--- config.mk ---
export PLATFORM = sky130hd
export DESIGN_NAME = supervisor_reset_watchdog
export DESIGN_NICKNAME = d
export VERILOG_FILES = /design/src/verilog/supervisor_pkg.sv /design/src/verilog/sync_2ff.sv /design/src/verilog/debounce.sv /design/src/verilog/supervisor_reset_watchdog.sv
export VERILOG_INCLUDE_DIRS = /design/src /design/src/verilog
export SDC_FILE = /design/constraint.sdc
export NUM_CORES = 1
export LEC_CHECK = 0
export ABC_AREA = 1
export BUFFER_PORTS_ARGS = -buffer_cell sky130_fd_sc_hd__buf_2
export CAP_MARGIN = 20
export CORE_UTILIZATION = 65
export DETAILED_ROUTE_END_ITERATION = 12
export GPL_ROUTABILITY_DRIVEN = 0
export GPL_TIMING_DRIVEN = 0
export PLACE_DENSITY = 0.84
export SLEW_MARGIN = 20
export SYNTH_ARGS = -nofsm -noshare
export SYNTH_HDL_FRONTEND = slang
export SYNTH_HIERARCHICAL = 1
export SYNTH_SLANG_ARGS = --single-unit
--- constraint.sdc ---
create_clock -name ref_clk -period 2.65 [get_ports ref_clk]
set_input_delay 0.6625 -clock ref_clk [delete_from_list [all_inputs] [get_ports ref_clk]]
set_output_delay 0.6625 -clock ref_clk [all_outputs]
set_load 0.02 [all_outputs]
--- src/verilog/supervisor_params.svh ---
// Timing and reset constants for the supervisor block
`ifndef SUPERVISOR_PARAMS_SVH
`define SUPERVISOR_PARAMS_SVH

// Timebase
`define CLK_FREQ_HZ            40000000
`define CLK_PERIOD_NS          25
// Reset hold period, nominal 200 ms (window 140 to 280 ms)
`define RESET_HOLD_MS          200
`define RESET_HOLD_CYCLES      ((`RESET_HOLD_MS * (`CLK_FREQ_HZ / 1000)))
// Watchdog timeout, nominal 1.6 s (window 1.0 to 2.25 s), kept in ms
`define WDOG_TIMEOUT_MS        1600
`define WDOG_TIMEOUT_CYCLES    ((`WDOG_TIMEOUT_MS * (`CLK_FREQ_HZ / 1000)))
// Manual reset must be stable this long before it counts (150 ns min pulse)
`define MR_MIN_PULSE_NS        150
`define MR_DEBOUNCE_CYCLES     ((`MR_MIN_PULSE_NS + `CLK_PERIOD_NS - 1) / `CLK_PERIOD_NS)
// Counter widths
`define HOLD_CNT_W             24
`define WDOG_CNT_W             27
`define DEB_CNT_W              4
// Synchroniser reset value
`define SYNC_RST_VAL           1'b1

`endif

--- src/verilog/supervisor_pkg.sv ---
// Types shared by the supervisor block
package supervisor_pkg;

  // Reset sequencer states, one-hot
  typedef enum logic [2:0]
  {
    RST_ACTIVE = 3'b001,
    RST_HOLD   = 3'b010,
    RST_RUN    = 3'b100
  } rst_state_e;

endpackage

--- src/verilog/sync_2ff.sv ---
// Two flip-flop synchroniser for one level input
`timescale 1ns/1ps
`include "supervisor_params.svh"

module sync_2ff
(
  // Clock and control
  input  wire logic ref_clk,
  input  wire logic rstn,
  input  wire logic clk_en,
  // Data
  input  wire logic din,
  output logic      dout
);

  logic stage1;
  logic next_stage1;
  logic next_dout;

  // First stage feeds only the second stage
  always_comb
  begin
    next_stage1 = din;
    next_dout   = stage1;
  end

  // Register both stages; reset to inactive-high level
  always_ff @(posedge ref_clk)
  begin
    if (!rstn)
    begin
      stage1 <= `SYNC_RST_VAL;
      dout   <= `SYNC_RST_VAL;
    end
    else if (clk_en)
    begin
      stage1 <= next_stage1;
      dout   <= next_dout;
    end
  end

endmodule

--- src/verilog/debounce.sv ---
// Stability filter: output follows input once it holds steady
`timescale 1ns/1ps
`include "supervisor_params.svh"

module debounce
(
  // Clock and control
  input  wire logic ref_clk,
  input  wire logic rstn,
  input  wire logic clk_en,
  // Data
  input  wire logic din,
  output logic      dout
);

  logic [`DEB_CNT_W-1:0] cnt;
  logic [`DEB_CNT_W-1:0] next_cnt;
  logic                  next_dout;

  // Count cycles that input differs from output; short glitches are dropped
  always_comb
  begin
    next_cnt  = '0;
    next_dout = dout;
    if (din != dout)
    begin
      if (cnt >= `DEB_CNT_W'(`MR_DEBOUNCE_CYCLES - 1))
        next_dout = din;
      else
        next_cnt = cnt + `DEB_CNT_W'(1);
    end
  end

  always_ff @(posedge ref_clk)
  begin
    if (!rstn)
    begin
      cnt  <= '0;
      dout <= 1'b1;
    end
    else if (clk_en)
    begin
      cnt  <= next_cnt;
      dout <= next_dout;
    end
  end

endmodule

--- src/verilog/supervisor_reset_watchdog.sv ---
// Supervisor: reset stretcher, watchdog timer and power-fail warning
// Notes on behaviour
// - Reset asserted while supply is low.
// - Reset asserted while manual reset held low.
// - Reset held 200 ms after cause clears.
// - Reset hold lies within 140-280 ms.
// - Any kick edge restarts watchdog count.
// - Kick idle past timeout drives expiry low.
// - Watchdog timeout lies within 1.0-2.25 s.
// - Any single kick level change is valid.
// - Disable input suppresses watchdog expiry unless supply is low.
// - Expiry alone never asserts reset outputs.
// - Expiry routed to manual reset holds 200 ms.
// - Expiry output low while supply is low.
// - Watchdog stops counting while supply low.
// - Active-high reset is inverse of low.
// - Warning high when sense above reference.
// - Warning path independent of other logic.
// - Backup switchover forces warning low.
`timescale 1ns/1ps
`include "supervisor_params.svh"

module supervisor_reset_watchdog
#(
  parameter int unsigned RESET_HOLD_CYCLES = `RESET_HOLD_CYCLES,
  parameter int unsigned WDOG_CYCLES       = `WDOG_TIMEOUT_CYCLES
)
(
  // Clock, reset, enable
  input  wire logic ref_clk,
  input  wire logic rstn,
  input  wire logic clk_en,
  // Comparator results and strap inputs
  input  wire logic supply_low,
  input  wire logic backup_switchover,
  input  wire logic power_fail_sense_in,
  // Host side inputs
  input  wire logic manual_reset_req_n,
  input  wire logic watchdog_kick_in,
  input  wire logic watchdog_disable,
  // Outputs
  output logic      reset_out_n,
  output logic      reset_out,
  output logic      watchdog_expired_n,
  output logic      power_fail_warn_n
);

  // ----------------------------------------------------------------
  // Input synchronisers
  // ----------------------------------------------------------------

  logic supply_low_s;
  logic supply_ok_s;
  logic mr_s;
  logic mr_n;
  logic kick_s;
  logic pf_sense_s;
  logic switchover_s;
  logic no_switch_s;

  // Active-high pins pass inverted: the flops reset high, which must read as idle,
  // else a false supply-low and a warning pulse would follow every reset
  assign supply_low_s = ~supply_ok_s;
  assign switchover_s = ~no_switch_s;

  // Five asynchronous pins, each through two flops
  sync_2ff u_sync_supply (.ref_clk(ref_clk), .rstn(rstn), .clk_en(clk_en),
                          .din(~supply_low), .dout(supply_ok_s));
  sync_2ff u_sync_mr     (.ref_clk(ref_clk), .rstn(rstn), .clk_en(clk_en),
                          .din(manual_reset_req_n), .dout(mr_s));
  sync_2ff u_sync_kick   (.ref_clk(ref_clk), .rstn(rstn), .clk_en(clk_en),
                          .din(watchdog_kick_in), .dout(kick_s));
  sync_2ff u_sync_pf     (.ref_clk(ref_clk), .rstn(rstn), .clk_en(clk_en),
                          .din(power_fail_sense_in), .dout(pf_sense_s));
  sync_2ff u_sync_sw     (.ref_clk(ref_clk), .rstn(rstn), .clk_en(clk_en),
                          .din(~backup_switchover), .dout(no_switch_s));

  // Pulses shorter than the minimum width are not seen as requests
  debounce u_deb_mr (.ref_clk(ref_clk), .rstn(rstn), .clk_en(clk_en),
                     .din(mr_s), .dout(mr_n));

  // ----------------------------------------------------------------
  // Reset sequencer
  // ----------------------------------------------------------------

  supervisor_pkg::rst_state_e   state;
  supervisor_pkg::rst_state_e   next_state;
  logic [`HOLD_CNT_W-1:0]       hold_cnt;
  logic [`HOLD_CNT_W-1:0]       next_hold_cnt;
  logic                         reset_cause;
  logic                         next_reset_out_n;

  // Watchdog expiry is not a cause; it must be wired back to manual reset
  assign reset_cause = supply_low_s | ~mr_n;

  // Hold reset for the full period after every cause clears
  always_comb
  begin
    next_state       = state;
    next_hold_cnt    = hold_cnt;
    next_reset_out_n = 1'b0;
    unique case (state)
      supervisor_pkg::RST_ACTIVE:
      begin
        next_hold_cnt = '0;
        if (!reset_cause)
          next_state = supervisor_pkg::RST_HOLD;
      end
      supervisor_pkg::RST_HOLD:
      begin
        if (reset_cause)
        begin
          next_state    = supervisor_pkg::RST_ACTIVE;
          next_hold_cnt = '0;
        end
        else if (hold_cnt >= `HOLD_CNT_W'(RESET_HOLD_CYCLES - 1))
        begin
          next_state       = supervisor_pkg::RST_RUN;
          next_reset_out_n = 1'b1;
        end
        else
          next_hold_cnt = hold_cnt + `HOLD_CNT_W'(1);
      end
      supervisor_pkg::RST_RUN:
      begin
        next_reset_out_n = 1'b1;
        if (reset_cause)
        begin
          next_state       = supervisor_pkg::RST_ACTIVE;
          next_reset_out_n = 1'b0;
        end
      end
      default:
      begin
        next_state    = supervisor_pkg::RST_ACTIVE;
        next_hold_cnt = '0;
      end
    endcase
  end

  always_ff @(posedge ref_clk)
  begin
    if (!rstn)
    begin
      state       <= supervisor_pkg::RST_ACTIVE;
      hold_cnt    <= '0;
      reset_out_n <= 1'b0;
    end
    else if (clk_en)
    begin
      state       <= next_state;
      hold_cnt    <= next_hold_cnt;
      reset_out_n <= next_reset_out_n;
    end
  end

  // Complement output, kept combinational so the two never disagree
  assign reset_out = ~reset_out_n;

  // ----------------------------------------------------------------
  // Watchdog timer
  // ----------------------------------------------------------------

  logic [`WDOG_CNT_W-1:0] wd_cnt;
  logic [`WDOG_CNT_W-1:0] next_wd_cnt;
  logic                   kick_prev;
  logic                   kick_edge;
  logic                   next_expired_n;

  // Either edge counts, so a single level change is enough
  assign kick_edge = kick_s ^ kick_prev;

  // Count cleared and expiry forced low while supply is low; otherwise disable keeps output high
  always_comb
  begin
    next_wd_cnt    = wd_cnt;
    next_expired_n = watchdog_expired_n;
    if (supply_low_s)
    begin
      next_wd_cnt    = '0;
      next_expired_n = 1'b0;
    end
    else if (watchdog_disable)
    begin
      next_wd_cnt    = '0;
      next_expired_n = 1'b1;
    end
    else if (kick_edge)
    begin
      next_wd_cnt    = '0;
      next_expired_n = 1'b1;
    end
    else if (wd_cnt >= `WDOG_CNT_W'(WDOG_CYCLES - 1))
      next_expired_n = 1'b0;
    else
    begin
      next_wd_cnt    = wd_cnt + `WDOG_CNT_W'(1);
      next_expired_n = 1'b1;
    end
  end

  always_ff @(posedge ref_clk)
  begin
    if (!rstn)
    begin
      wd_cnt             <= '0;
      kick_prev          <= 1'b1;
      watchdog_expired_n <= 1'b1;
    end
    else if (clk_en)
    begin
      wd_cnt             <= next_wd_cnt;
      kick_prev          <= kick_s;
      watchdog_expired_n <= next_expired_n;
    end
  end

  // ----------------------------------------------------------------
  // Power-fail warning
  // ----------------------------------------------------------------

  logic next_pf_warn_n;

  // Shares nothing with reset or watchdog; switchover wins to save power
  always_comb
  begin
    next_pf_warn_n = pf_sense_s & ~switchover_s;
  end

  always_ff @(posedge ref_clk)
  begin
    if (!rstn)
      power_fail_warn_n <= 1'b1;
    else if (clk_en)
      power_fail_warn_n <= next_pf_warn_n;
  end

  // ----------------------------------------------------------------
  // Checks
  // ----------------------------------------------------------------

  a_supply_holds_reset: assert property (@(posedge ref_clk) disable iff (!rstn)
    clk_en && supply_low_s |=> !reset_out_n)
    else $error("reset released while supply low");

  a_mr_holds_reset: assert property (@(posedge ref_clk) disable iff (!rstn)
    clk_en && !mr_n |=> !reset_out_n)
    else $error("reset released while manual reset low");

  a_release_after_hold: assert property (@(posedge ref_clk) disable iff (!rstn)
    $rose(reset_out_n) |-> $past(hold_cnt) == `HOLD_CNT_W'(RESET_HOLD_CYCLES - 1))
    else $error("reset released before hold period");

  a_reset_complement: assert property (@(posedge ref_clk) disable iff (!rstn)
    reset_out == !reset_out_n)
    else $error("reset outputs disagree");

  a_kick_clears_count: assert property (@(posedge ref_clk) disable iff (!rstn)
    clk_en && kick_edge && !supply_low_s |=> wd_cnt == '0 && watchdog_expired_n)
    else $error("kick did not restart watchdog");

  a_expiry_on_timeout: assert property (@(posedge ref_clk) disable iff (!rstn)
    clk_en && !supply_low_s && !watchdog_disable && !kick_edge
      && wd_cnt == `WDOG_CNT_W'(WDOG_CYCLES - 1) |=> !watchdog_expired_n)
    else $error("watchdog did not expire at timeout");

  a_expiry_low_supply: assert property (@(posedge ref_clk) disable iff (!rstn)
    clk_en && supply_low_s |=> !watchdog_expired_n && wd_cnt == '0)
    else $error("expiry not forced while supply low");

  a_disable_no_expiry: assert property (@(posedge ref_clk) disable iff (!rstn)
    clk_en && watchdog_disable && !supply_low_s |=> watchdog_expired_n)
    else $error("expiry while watchdog disabled");

  a_pf_warn_follow: assert property (@(posedge ref_clk) disable iff (!rstn)
    clk_en |=> power_fail_warn_n == ($past(pf_sense_s) && !$past(switchover_s)))
    else $error("power-fail warning wrong");

  a_expiry_no_reset: assert property (@(posedge ref_clk) disable iff (!rstn)
    clk_en && mr_n && !supply_low_s && state == supervisor_pkg::RST_RUN |=> reset_out_n)
    else $error("reset asserted without a cause");

  a_hold_keeps_low: assert property (@(posedge ref_clk) disable iff (!rstn)
    state == supervisor_pkg::RST_HOLD |-> !reset_out_n)
    else $error("reset released during hold");

  a_hold_entry: assert property (@(posedge ref_clk) disable iff (!rstn)
    clk_en && state == supervisor_pkg::RST_ACTIVE && !reset_cause
      |=> state == supervisor_pkg::RST_HOLD && hold_cnt == '0)
    else $error("hold did not start from zero");

  a_hold_bounded: assert property (@(posedge ref_clk) disable iff (!rstn)
    hold_cnt <= `HOLD_CNT_W'(RESET_HOLD_CYCLES - 1))
    else $error("hold count past its limit");

  a_wdog_bounded: assert property (@(posedge ref_clk) disable iff (!rstn)
    wd_cnt <= `WDOG_CNT_W'(WDOG_CYCLES - 1))
    else $error("watchdog count past its limit");

  a_disable_clears: assert property (@(posedge ref_clk) disable iff (!rstn)
    clk_en && watchdog_disable |=> wd_cnt == '0)
    else $error("watchdog counted while disabled");

  a_switchover_warn: assert property (@(posedge ref_clk) disable iff (!rstn)
    clk_en && switchover_s |=> !power_fail_warn_n)
    else $error("warning high during switchover");

  a_enable_freeze: assert property (@(posedge ref_clk) disable iff (!rstn)
    !clk_en |=> $stable(state) && $stable(hold_cnt) && $stable(wd_cnt) && $stable(reset_out_n))
    else $error("state moved with enable low");

endmodule

==> parameters.txt <==
Parameter                              Value

Clock network
  Deepest clock path buffer count    2
  Setup bufs post-CTS    0
  Clock-pin transition on the worst setup and hold timing paths    0.09 ns
  Number of sinks driven by the clock tree    between 70 and 80
  Root Buffer Master    sky130_fd_sc_hd__clkbuf_8
  Source-to-sink clock delay at the later pin of the worst-skew pair    0.37 ns
  Clock buffer count from CTS    9
  CTS tree    yes
  Post_cts resized    0
  Deepest level of the CTS H-tree    3
  Hold buffer count at cts    0

Critical path
  Data required time of the critical path    2.88 ns
  Kind of end point of the critical path    flip-flop
  Chain of cells forming the critical path    ha_1 > nand2_2 > nor2_4 > nand2_2 > nor2_1 > nand2_1 > nand3_2 > nand3_4 > buf_2 > nand3_1 > a21oi_2
  Dominant cell type by count on the critical path    sky130_fd_sc_hd__nand2_2
  Setup Crit Path Kind    reg2reg
  Arrival time worst endpoint    between 2 and 3 ns
  Worst R2R Path Depth    11
  R2R Setup Slk    roughly 0.36 ns
  Worst reg2reg endpoint    wd_cnt[21]
  Start point of the critical path    wd_cnt[0]
  Worst setup SP type    flip-flop
  Number of buffer and inverter stages on the critical path    1
  Category of cells accounting for the largest share of critical-path delay    simple AND/OR/NAND/NOR gates
  Slowest cell on crit path    sky130_fd_sc_hd__dfxtp_1
  Peak fanout along the critical path    10
  Startpoint of the worst-slack reg-to-reg timing path    wd_cnt[0]
  Worst stage delay on the critical path    0.45 ns

Synthesis
  Share of the synthesized area in the top cell type    30.4%
  Netlist cell types    38
  Cell type with the largest total area after synthesis    sky130_fd_sc_hd__dfxtp_1
  Leading cell types by total area after synthesis    sky130_fd_sc_hd__dfxtp_1, sky130_fd_sc_hd__nand2_1, sky130_fd_sc_hd__nand3_1, sky130_fd_sc_hd__nor2_1, sky130_fd_sc_hd__inv_1
  Gate Count Post-Synth    783
  Post-Syn Area per Cell    around 6.1 µm²
  Most frequent cells after synthesis    sky130_fd_sc_hd__nand2_1, sky130_fd_sc_hd__nor2_1, sky130_fd_sc_hd__nand3_1, sky130_fd_sc_hd__inv_1, sky130_fd_sc_hd__dfxtp_1
  Leading register cell type out of synthesis    sky130_fd_sc_hd__dfxtp_1
  Most repeated cell in the gate-level netlist after synthesis    sky130_fd_sc_hd__nand2_1
  Number of synthesized register bits    73
  Seq/Total Area, Yosys    between 30% and 40%
  Fraction of registers with async set/reset    0%
  Count of warnings emitted by yosys    6
  Number of nets produced by synthesis    797
  Number of enable-type register cells in the synthesized netlist    0
  Synthesized area    4800 µm²

Detailed routing
  Detailed Routing Iterations Pass 1    7
  Metal3 WL    1200 µm
  Antenna-violating nets left    0
  Vias    between 5,000 and 6,000
  Drt via density    5.74
  Highest signal layer in the routed design    met4
  Drt drc    0
  Final WL    12,400 µm
  Total met2 wirelength after detailed routing    roughly 5500 µm
  Initial drt markers    about 530
  Routed length on met1    5510 µm
  Routed wire length per instance    approximately 14 µm

Floorplan
  DIE AREA    7740 µm²
  Starting utilization of the core area    68.8%
  Die width    a little under 90 µm
  Total I/O pin count    13
  Number of placement rows    30
  Vert. Die Dim    ~88 µm
  Area of the core region    6980 µm²

Timing
  Worst Tran Pin Value    ~0.74 ns
  Number of hold violations in the final report    0
  Maximum clock frequency    436 MHz
  Post-layout min period    around 2.3 ns
  Max Slew Vio Count    0
  Layout Skew    0.0112 ns
  Fin crit share    86.6%
  Setup_tns    0 ns
  Worst Hold Slack    about 0.46 ns
  # setup viols final    0
  RSZ-0062 raised after global routing    false
  Headroom to the max-slew limit    51.0%

Place
  Dpl hpwl    9110 µm
  Number of port buffers    12
  Placed Instances    891

Hold path
  Hold Startpoint    wd_cnt[26]
  Hold worst-path end    wd_cnt[26]
  Path category of the worst min-delay check    reg2reg
  Number of cells on the worst hold path    2

Outcome
  Run status    finished, final reports clean

Pwr
  Total power draw    2.27 mW
  Power density normalized to cell area    438 nW/µm²
  Maximum VDD drop    roughly 0.34 mV
  Reported leakage power    ~1.8 nW

Global routing
  Via count of the first global-routing pass    4,598
  Antenna violations before repair    0
  Pin count of the biggest net entering global routing    21
  Global route overflow    0
  Total global routing track utilization    around 34%
  Wire length of the first global-routing pass    20,500 µm

Job
  Number of max-cap violations    0

Finish
  Core utilization of the finished layout    between 70% and 80%
  Antenna diode instance count    0
  Filler Cell Count    632
  Layout-stage area growth over the synthesis result    8.13%
  Sequential standard cell area    1460 µm²
  Final instance count without filler cells    907
  Multi-input gate area in the final layout    2890 µm²
  Fraction of final layout cells with drive strength greater than 1    a little under an eighth
  Net count, final    820
==> stage by stage <==
stage	setup WS (ns)	area [µm²]
3_5_place_dp	0.320	4980
5_1_grt	0.224	5190
2_1_floorplan	0.828	4800
6_report	0.356	5190
3_3_place_gp	0.393	4980
4_1_cts	0.400	5190
==> layout by cell type, fill, tap and decap left out, types with 2 or more instances in the layout <==
| cell | count |
|---|---|
| sky130_fd_sc_hd__or2_2 | 3 |
| sky130_fd_sc_hd__inv_2 | 4 |
| sky130_fd_sc_hd__nand3_2 | 2 |
| sky130_fd_sc_hd__nor3_2 | 2 |
| sky130_fd_sc_hd__xor2_1 | 7 |
| sky130_fd_sc_hd__ha_1 | 5 |
| sky130_fd_sc_hd__nand2_1 | 221 |
| sky130_fd_sc_hd__inv_6 | 3 |
| sky130_fd_sc_hd__buf_1 | 3 |
| sky130_fd_sc_hd__nand4_1 | 20 |
| sky130_fd_sc_hd__a21oi_1 | 39 |
| sky130_fd_sc_hd__nor3_1 | 29 |
| sky130_fd_sc_hd__dfxtp_1 | 73 |
| sky130_fd_sc_hd__nor4_1 | 3 |
| sky130_fd_sc_hd__a21oi_2 | 20 |
| sky130_fd_sc_hd__clkbuf_8 | 10 |
| sky130_fd_sc_hd__buf_4 | 3 |
| sky130_fd_sc_hd__clkbuf_1 | 12 |
| sky130_fd_sc_hd__xnor2_1 | 6 |
| sky130_fd_sc_hd__clkinv_1 | 2 |
| sky130_fd_sc_hd__nor2_1 | 109 |
| sky130_fd_sc_hd__inv_1 | 75 |
| sky130_fd_sc_hd__nand3_1 | 94 |
| sky130_fd_sc_hd__nand2_2 | 14 |
| sky130_fd_sc_hd__buf_2 | 19 |
| sky130_fd_sc_hd__o21ai_0 | 13 |
| sky130_fd_sc_hd__nor2_2 | 4 |
==> layout make-up <==
cell class,instances,share of cell area (%)
repair buffers,12,1.16
flip-flops and latches,73,28.1
multi-input cells,602,55.6
plain buffers,27,2.87
inverters,81,5.86
clock buffers,10,2.65
clock inverters,6,1.40
well taps,96,2.31
==> cell families after synthesis <==
kind of cell / after synthesis / synth area share (%)
adder cells (fa/ha/maj): 5 / 1.30
XOR/XNOR: 13 / 2.37
AND/OR/NAND/NOR: 506 / 46.5
buffers and inverters: 108 / 9.43
AO/OA/AOI/OAI: 78 / 9.98
flip-flops: 73 / 30.4
==> sequential cells by signal, summed over array words and instances (netlist names), 3 cells and up <==
register and flops:
state 3, hold_cnt 24, u_deb_mr/cnt 4, wd_cnt 27
==> metal layers <==
layer,track usage [%],up-vias
met2,52.6,244
li1,-,2572
met1,45.5,2363
met3,8.39,28
met5,0,-
met4,13.4,0
==> worst register-to-register path, cell delays in order (launching register included) <==
cell and delay [ns]:
sky130_fd_sc_hd__dfxtp_1 0.45, sky130_fd_sc_hd__ha_1 0.31, sky130_fd_sc_hd__nand2_2 0.12, sky130_fd_sc_hd__nor2_4 0.19, sky130_fd_sc_hd__nand2_2 0.14, sky130_fd_sc_hd__nor2_1 0.16, sky130_fd_sc_hd__nand2_1 0.08, sky130_fd_sc_hd__nand3_2 0.10
sky130_fd_sc_hd__nand3_4 0.17, sky130_fd_sc_hd__buf_2 0.25, sky130_fd_sc_hd__nand3_1 0.12, sky130_fd_sc_hd__a21oi_2 0.07
==> report_power, final <==
part	total, mW	switching, mW	internal [mW]
logic	0.197	0.143	0.0543
registers	1.13	0.0184	1.12
clock network	0.940	0.468	0.472
total	2.27	0.629	1.64
==> worst max path at each step <==
stage	endpoint	depth (start not counted)
2_1_floorplan	wd_cnt[11]	11
3_3_place_gp	hold_cnt[9]	9
3_5_place_dp	hold_cnt[18]	9
4_1_cts	wd_cnt[21]	11
5_1_grt	wd_cnt[16]	12
6_report	wd_cnt[21]	11
Power figures use the tool's default switching activity.
